--- src/inc/port_consts.svh ---
`ifndef PORT_CONSTS_SVH
`define PORT_CONSTS_SVH
// Function
// - single-bit set or clear changes one pin's bit, never the others
// - latch, direction and pin-sample decode at three consecutive descending addresses
// - pin-sample address is read-only; latch and direction are read/write
// - all eight pins behave identically as general digital I/O
// - direction bit one drives the pin, zero makes it an input
// - input pin with latch bit one enables its pull-up
// - pull-up off when latch bit is zero or pin is an output
// - latch address reads stored latch; pin-sample address reads pin levels
// - reset tri-states every pin at once, with or without a clock
// - external-memory enable overrides the first port's direction register
// - external-memory mode carries multiplexed low address and data on first port
// - pull-ups enabled while the first port is the external bus
// - every pin input passes synchronisation flops before internal use
// - transmitter enabled forces the transmit pin to an output
// - receiver enabled forces the receive pin to an input
// - forced receive input gets pull-up when its latch bit is one
// - serial port pins two and three feed external interrupts zero and one

// ==========================================
// i/o addresses
`define A_LATCH_ADDR 6'h1b
`define A_DIR_ADDR 6'h1a
`define A_PINS_ADDR 6'h19
`define D_LATCH_ADDR 6'h12
`define D_DIR_ADDR 6'h11
`define D_PINS_ADDR 6'h10

// ==========================================
// reset values
`define LATCH_RESET 8'h00
`define DIR_RESET 8'h00
`define UNMAPPED_READ 8'h00

// ==========================================
// second port bit positions
`define D_RX_BIT 3'h0
`define D_TX_BIT 3'h1
`define D_IRQ0_BIT 3'h2
`define D_IRQ1_BIT 3'h3

// ==========================================
// synchroniser depth
`define SYNC_STAGES_DEFAULT 2
`endif

--- src/inc/port_pkg.sv ---
package port_pkg;

  // one i/o access from the core, all fields sampled on the same edge
  typedef struct packed {
    logic [5:0] addr;
    logic wr;
    logic rd;
    logic bit_set;
    logic bit_clr;
    logic [2:0] bit_sel;
    logic [7:0] wdata;
  } io_req_t;

  // pad drive for one 8-pin port
  typedef struct packed {
    logic [7:0] oe;
    logic [7:0] o;
    logic [7:0] pu;
  } pin_ctl_t;

  // complete state of the port block
  typedef struct packed {
    logic [7:0] a_latch;
    logic [7:0] a_dir;
    logic [7:0] d_latch;
    logic [7:0] d_dir;
    logic [7:0] rdata;
    pin_ctl_t a_pins;
    pin_ctl_t d_pins;
  } port_state_t;

endpackage

--- src/rtl/pin_sync.sv ---
`timescale 1ns/100ps
`default_nettype none
module pin_sync #(
  parameter int W = 8,
  parameter int STAGES = 2
) (
  // clock and reset
  input wire logic sys_clk,
  input wire logic nrst,
  // raw and synchronised levels
  input wire logic [W-1:0] d,
  output logic [W-1:0] q
);

  // refused at elaboration: a single stage would leave the chain slice empty
  if (STAGES < 2) begin : g_bad_stages
    $error("pin_sync needs at least two stages");
  end

  // ==========================================
  // per-pin chain; the first stage feeds only the next one
  genvar i;
  generate
    for (i = 0; i < W; i = i + 1) begin : g_bit
      logic [STAGES-1:0] chain_r;
      logic [STAGES-1:0] chain_nxt;
      always_comb begin
        chain_nxt = {chain_r[STAGES-2:0], d[i]};
      end
      always_ff @(posedge sys_clk or negedge nrst) begin
        if (!nrst) begin
          chain_r <= '0;
        end else begin
          chain_r <= chain_nxt;
        end
      end
      assign q[i] = chain_r[STAGES-1];
    end
  endgenerate

endmodule
`default_nettype wire

--- src/rtl/bidir_port_with_overrides.sv ---
`timescale 1ns/100ps
`default_nettype none
`include "port_consts.svh"
module bidir_port_with_overrides
  import port_pkg::*;
#(
  parameter int SYNC_STAGES = `SYNC_STAGES_DEFAULT
) (
  // clock and reset
  input wire logic sys_clk,
  input wire logic nrst,

  // core i/o access
  input wire io_req_t io_req,
  output logic [7:0] io_rdata,

  // first port pads
  input wire logic [7:0] first_port_pin_in,
  output logic [7:0] first_port_pin_out,
  output logic [7:0] first_port_pin_oe,
  output logic [7:0] first_port_pin_pullup,

  // second (serial) port pads
  input wire logic [7:0] fourth_port_pin_in,
  output logic [7:0] fourth_port_pin_out,
  output logic [7:0] fourth_port_pin_oe,
  output logic [7:0] fourth_port_pin_pullup,

  // external memory interface
  input wire logic external_memory_enable,
  input wire logic xmem_drive,
  input wire logic [7:0] xmem_addr_data_out,
  output logic [7:0] xmem_addr_data_in,

  // serial port
  input wire logic uart_tx_enable,
  input wire logic uart_rx_enable,
  input wire logic uart_txd,
  output logic uart_rxd,

  // external interrupt sources
  output logic ext_irq_zero,
  output logic ext_irq_one
);

  // ==========================================
  // elaboration checks
  if (SYNC_STAGES < 2) begin : g_bad_stages
    $error("SYNC_STAGES must be at least two");
  end

  // ==========================================
  // state
  port_state_t st_r;
  port_state_t st_nxt;

  logic [7:0] a_sync;
  logic [7:0] d_sync;

  // ==========================================
  // input synchronisers
  pin_sync #(
    .W(8),
    .STAGES(SYNC_STAGES)
  ) u_sync_a (
    .sys_clk(sys_clk),
    .nrst(nrst),
    .d(first_port_pin_in),
    .q(a_sync)
  );

  pin_sync #(
    .W(8),
    .STAGES(SYNC_STAGES)
  ) u_sync_d (
    .sys_clk(sys_clk),
    .nrst(nrst),
    .d(fourth_port_pin_in),
    .q(d_sync)
  );

  // ==========================================
  // helpers

  // one bit of a register changed, the other seven kept
  function automatic logic [7:0] bit_update(
    input logic [7:0] cur,
    input logic [2:0] sel,
    input logic set_bit
  );
    logic [7:0] res;
    res = cur;
    res[sel] = set_bit;
    return res;
  endfunction

  // plain digital i/o; identical for all eight pins
  function automatic pin_ctl_t gp_ctl(
    input logic [7:0] latch,
    input logic [7:0] dir
  );
    pin_ctl_t c;
    c.oe = dir;
    c.o = latch;
    c.pu = latch & ~dir;
    return c;
  endfunction

  // ==========================================
  // next state
  always_comb begin
    st_nxt = st_r;

    // full-byte writes; the pin-sample addresses take no write
    if (io_req.wr) begin
      case (io_req.addr)
        `A_LATCH_ADDR: begin
          st_nxt.a_latch = io_req.wdata;
        end
        `A_DIR_ADDR: begin
          st_nxt.a_dir = io_req.wdata;
        end
        `D_LATCH_ADDR: begin
          st_nxt.d_latch = io_req.wdata;
        end
        `D_DIR_ADDR: begin
          st_nxt.d_dir = io_req.wdata;
        end
        default: begin
          st_nxt.a_latch = st_r.a_latch;
        end
      endcase
    end else if (io_req.bit_set || io_req.bit_clr) begin
      // set wins if both strobes arrive together
      case (io_req.addr)
        `A_LATCH_ADDR: begin
          st_nxt.a_latch = bit_update(st_r.a_latch, io_req.bit_sel, io_req.bit_set);
        end
        `A_DIR_ADDR: begin
          st_nxt.a_dir = bit_update(st_r.a_dir, io_req.bit_sel, io_req.bit_set);
        end
        `D_LATCH_ADDR: begin
          st_nxt.d_latch = bit_update(st_r.d_latch, io_req.bit_sel, io_req.bit_set);
        end
        `D_DIR_ADDR: begin
          st_nxt.d_dir = bit_update(st_r.d_dir, io_req.bit_sel, io_req.bit_set);
        end
        default: begin
          st_nxt.d_dir = st_r.d_dir;
        end
      endcase
    end

    // read data is held until the next read
    if (io_req.rd) begin
      case (io_req.addr)
        `A_LATCH_ADDR: begin
          st_nxt.rdata = st_r.a_latch;
        end
        `A_DIR_ADDR: begin
          st_nxt.rdata = st_r.a_dir;
        end
        `A_PINS_ADDR: begin
          st_nxt.rdata = a_sync;
        end
        `D_LATCH_ADDR: begin
          st_nxt.rdata = st_r.d_latch;
        end
        `D_DIR_ADDR: begin
          st_nxt.rdata = st_r.d_dir;
        end
        `D_PINS_ADDR: begin
          st_nxt.rdata = d_sync;
        end
        default: begin
          st_nxt.rdata = `UNMAPPED_READ;
        end
      endcase
    end

    // first port pad drive, from the updated registers so the pad
    // changes on the same edge as the register
    st_nxt.a_pins = gp_ctl(st_nxt.a_latch, st_nxt.a_dir);
    if (external_memory_enable) begin
      // bus owns the port; direction register is ignored but kept
      st_nxt.a_pins.oe = {8{xmem_drive}};
      st_nxt.a_pins.o = xmem_addr_data_out;
      st_nxt.a_pins.pu = 8'hff;
    end

    // second port pad drive with serial overrides
    st_nxt.d_pins = gp_ctl(st_nxt.d_latch, st_nxt.d_dir);
    if (uart_tx_enable) begin
      st_nxt.d_pins.oe[`D_TX_BIT] = 1'b1;
      st_nxt.d_pins.o[`D_TX_BIT] = uart_txd;
      st_nxt.d_pins.pu[`D_TX_BIT] = 1'b0;
    end
    if (uart_rx_enable) begin
      st_nxt.d_pins.oe[`D_RX_BIT] = 1'b0;
      st_nxt.d_pins.pu[`D_RX_BIT] = st_nxt.d_latch[`D_RX_BIT];
    end
  end

  // ==========================================
  // registers; async reset clears every enable so pads float at once
  always_ff @(posedge sys_clk or negedge nrst) begin
    if (!nrst) begin
      st_r.a_latch <= `LATCH_RESET;
      st_r.a_dir <= `DIR_RESET;
      st_r.d_latch <= `LATCH_RESET;
      st_r.d_dir <= `DIR_RESET;
      st_r.rdata <= `UNMAPPED_READ;
      st_r.a_pins <= '0;
      st_r.d_pins <= '0;
    end else begin
      st_r <= st_nxt;
    end
  end

  // ==========================================
  // outputs
  assign io_rdata = st_r.rdata;
  assign first_port_pin_out = st_r.a_pins.o;
  assign first_port_pin_oe = st_r.a_pins.oe;
  assign first_port_pin_pullup = st_r.a_pins.pu;
  assign fourth_port_pin_out = st_r.d_pins.o;
  assign fourth_port_pin_oe = st_r.d_pins.oe;
  assign fourth_port_pin_pullup = st_r.d_pins.pu;

  // internal consumers see synchronised levels only
  assign xmem_addr_data_in = a_sync;
  assign uart_rxd = d_sync[`D_RX_BIT];
  assign ext_irq_zero = d_sync[`D_IRQ0_BIT];
  assign ext_irq_one = d_sync[`D_IRQ1_BIT];

endmodule
`default_nettype wire

--- config.mk ---
export PLATFORM = sky130hd
export DESIGN_NAME = bidir_port_with_overrides
export DESIGN_NICKNAME = d
export VERILOG_FILES = /design/src/inc/port_pkg.sv /design/src/rtl/pin_sync.sv /design/src/rtl/bidir_port_with_overrides.sv
export VERILOG_INCLUDE_DIRS = /design/src /design/src/inc
export SDC_FILE = /design/constraint.sdc
export NUM_CORES = 1
export LEC_CHECK = 0
export ABC_CLOCK_PERIOD_IN_PS = 1880
export BUFFER_PORTS_ARGS = -buffer_cell sky130_fd_sc_hd__buf_2
export CORE_ASPECT_RATIO = 0.7
export CORE_MARGIN = 2
export CORE_UTILIZATION = 50
export CTS_CLUSTER_DIAMETER = 200
export DETAILED_ROUTE_END_ITERATION = 12
export PLACE_DENSITY = 0.75
export SETUP_SLACK_MARGIN = 0.4
export SLEW_MARGIN = 15
export SYNTH_ARGS = -nofsm -noshare
export SYNTH_HDL_FRONTEND = slang
export SYNTH_SLANG_ARGS = --single-unit
--- constraint.sdc ---
create_clock -name sys_clk -period 1.88 [get_ports sys_clk]
set_input_delay 0.564 -clock sys_clk [delete_from_list [all_inputs] [get_ports sys_clk]]
set_output_delay 0.564 -clock sys_clk [all_outputs]
set_load 0.03 [all_outputs]
==> metrics <==
outcome finished, final reports clean; fmax 0.542 GHz; post-synth cell types 48; final-report max-slew violation count 0; Clock Latency Late Sink 0.35 ns; Worst EP arrival 2.09 ns; CTS clock-pin slew for the worst setup and hold paths 0.07 ns; WL/cell between 20 and 25 µm; Crit-path slowest cell or4b_4; Die Y 90.4 µm; # port buffers 118; P&R area growth vs syn 45.2%; std cell rows 31; Seq/Total Area, Yosys 50.2%; drt via density 6.22; met3 usage 8.29%; Post-synth EDFFs 0; Critical Path RT about 2.1 ns; hpwl dp ~11 mm; cell chain of the critical path buf_8 -> or4b_4 -> buf_12 -> o31ai_4 -> a32oi_2 -> a221oi_2; period utilization 98.1%; final hold violation count 0; clk_skew ~0.0055 ns; area of the multi-input gates 2390 µm²; slew at the pin with the worst max-slew slack 0.638 ns; CTS root buf clkbuf_16; Via Count about 5000; I/O pins 119; post-layout net count 702; filler instances 676; area post-placement 6260 µm²; # hold bufs at CTS 0; top_reg_cell synth dfrtp_1; Clock Path Buffers 2; crit path time final approximately 1.8 ns; share of layout cells above drive strength 1 a little over half; Mapped Cells 498; Max Cap Viol 0; starting density of the core 51.5%; post-route ant nets 0; share of the synthesized area in the top cell type 50.2%; cts bufs inserted 9; CTS tree built; Die X 127 µm; Detailed Route Iter0 Violations ~620; post-layout instance area 7750 µm²; FFs w/ async S/R, synth 100%; final count of negative-setup-slack endpoints 0; VDD IR-drop max slightly above 600 µV; Worst Setup Path Type in2reg; Worst path max stage delay 0.60 ns; YS warnings 0; largest net degree at the start of global routing 64; RSZ-0062 raised after global routing true; vias in the first global route ~4600; Synth Register Bits between 100 and 150; Final GP Congestion between 0.9 and 1; worst hold path class in2async; initial antenna violation count 0; final WL roughly 17 mm; Slew Limit Headroom 57.5%; Core Box Area approximately 10000 µm²; GRT busiest layer met2; synth top area cells dfrtp_1 (50%), buf_4 (9.1%), a22oi_1 (3.4%), a32oi_1 (3.3%), o21ai_0 (3.2%); clk sink count between 100 and 150; grt ovf 0; Detailed Routing Iterations Pass 1 5; Register Area approximately 2700 µm²; mean post-synth cell area 10.7 µm²; static leakage ~3.3 nW; Max FO, Critical Path 8; dominant cell type by area after synthesis dfrtp_1; n_diodes 0; total track usage between 20% and 30%; GR Util met2 43.8%; first-pass GRT wire length 25.1 mm; drt drc 0; Die Area 11500 µm²; Crit. End Element flip-flop; met1 usage about 40%; Syn Nets 550; power per cell area 864 nW/µm²; Netlist Area Pre-Place 5340 µm²; critical path launch point type primary input; number of H-tree levels 3; Layout Utilization 74.8%
==> area by class of cell <==
cell class / count / area share [%]
clock buffers: 11 / 3.13
well taps: 132 / 2.13
multi-input cells: 274 / 30.8
inverters: 13 / 0.630
clock inverters: 5 / 0.694
flip-flops and latches: 107 / 34.7
repair buffers: 245 / 27.9
==> critical path: cells and delay by family <==
family                 cells  cell delay [ns]
AOI/OAI and AO/OA          3             0.63
and+or+nand+nor            1             0.60
buffers and inverters      2             0.29
==> cells by family (layout without fill, tap and decap cells) <==
group	after synthesis	in the layout	synth area share, %
AO/OA/AOI/OAI	171	171	24.2
AND/OR/NAND/NOR	94	95	10.7
flip-flops	107	107	50.2
multiplexers	8	8	1.69
buffers and inverters	118	274	13.2
==> path summary, 6_finish.rpt <==
path / cells past startpoint / startpoint / slack [ns] / endpoint
worst max-delay path: 6 / io_req[18] / 0.04 / fourth_port_pin_pullup[0]$_DFF_PN0_
worst min-delay path: 2 / nrst / 0.20 / u_sync_a.g_bit[1].chain_r[1]$_DFF_PN0_
worst max register to register: 4 / fourth_port_pin_out[4]$_DFF_PN0_ / 0.70 / fourth_port_pin_pullup[4]$_DFF_PN0_
worst min register to register: 0 / u_sync_a.g_bit[4].chain_r[0]$_DFF_PN0_ / 0.35 / u_sync_a.g_bit[4].chain_r[1]$_DFF_PN0_
max in group asynchronous: 2 / nrst / 1.38 / fourth_port_pin_out[2]$_DFF_PN0_
min in group sys_clk: 1 / first_port_pin_in[0] / 0.31 / u_sync_a.g_bit[0].chain_r[0]$_DFF_PN0_
==> sequential cells by signal (all words and copies together), names as in the netlist <==
signal / cells
first_port_pin_pullup: 8
first_port_pin_oe: 8
fourth_port_pin_out: 7
fourth_port_pin_pullup: 8
fourth_port_pin_oe: 7
u_sync_d.g_bit.chain_r: 16
io_rdata: 8
st_r: 21
first_port_pin_out: 8
u_sync_a.g_bit.chain_r: 16
==> Yosys cell counts (2+ instances only) <==
| library cell | n |
|---|---|
| a211oi_1 | 3 |
| a22oi_1 | 24 |
| a31oi_1 | 22 |
| a32o_1 | 7 |
| a32oi_1 | 20 |
| a41oi_1 | 14 |
| and2_1 | 2 |
| and3_1 | 3 |
| and3b_1 | 5 |
| buf_2 | 10 |
| buf_4 | 65 |
| clkbuf_1 | 28 |
| dfrtp_1 | 107 |
| inv_1 | 13 |
| mux2_2 | 8 |
| nand2_1 | 10 |
| nand2b_1 | 2 |
| nand3_1 | 30 |
| nand3b_1 | 5 |
| nand4bb_1 | 2 |
| nor2_1 | 12 |
| nor2_4 | 2 |
| nor2b_1 | 8 |
| nor3_1 | 2 |
| nor3b_1 | 3 |
| o21ai_0 | 34 |
| o21ai_1 | 3 |
| o21bai_1 | 8 |
| o31ai_1 | 20 |
| o32ai_1 | 2 |
| o41ai_1 | 6 |
| or3b_1 | 2 |
==> what timing repair did <==
action,CTS,global route
resized for setup,122,64
hold endpoints to repair,0,0
cloned,5,3
setup buffers,32,12
endpoints found under the setup margin,106,116
pin swaps,18,17
==> metal layers <==
| layer | vias up | share of wire, % |
|---|---|---|
| met5 | - | 0 |
| met4 | 0 | 2.5 |
| met3 | 53 | 11 |
| met2 | 304 | 45 |
| met1 | 2403 | 42 |
| li1 | 2136 | - |
==> cell usage in the layout, fill, tap and decap left out, types with 4 or more instances in the layout <==
cell and instances:
a32o_2 7, buf_2 69, nand3b_1 5, buf_12 12, buf_4 100, a22oi_2 12
o21bai_1 8, a41oi_1 6, nor2_1 12, nand3_2 11, o31ai_1 15, nand2_1 10
o31ai_2 4, a32oi_2 5, nor2b_1 8, nand3_1 19, o21ai_1 12, and3b_1 5
clkbuf_16 11, dfrtp_1 99, inv_1 12, o21ai_0 22, a32oi_1 16, dfrtp_2 8
buf_6 56, a31oi_1 22, mux2_2 5, a22oi_1 12, a41oi_2 8
==> through the flow <==
step,total power [mW],hold WS (ns),worst slack (ns),setup TNS (ns),cells
after floorplan,3.98,0.268,-0.104,-0.807,498
after global placement,4.35,0.331,-0.279,-9.91,719
after detailed placement,4.38,0.335,-0.354,-11.75,719
after CTS,6.52,0.204,0.131,0,772
after global routing,6.95,0.209,0.0460,0,787
final,6.69,0.197,0.0353,0,787
==> report_power, final <==
| group | internal [mW] | switching [mW] |
|---|---|---|
| clock | 0.969 | 0.888 |
| sequential | 2.59 | 0.246 |
| combinational | 0.876 | 1.12 |
| total | 4.44 | 2.25 |
No activity file was read; power rests on OpenSTA's default activity.
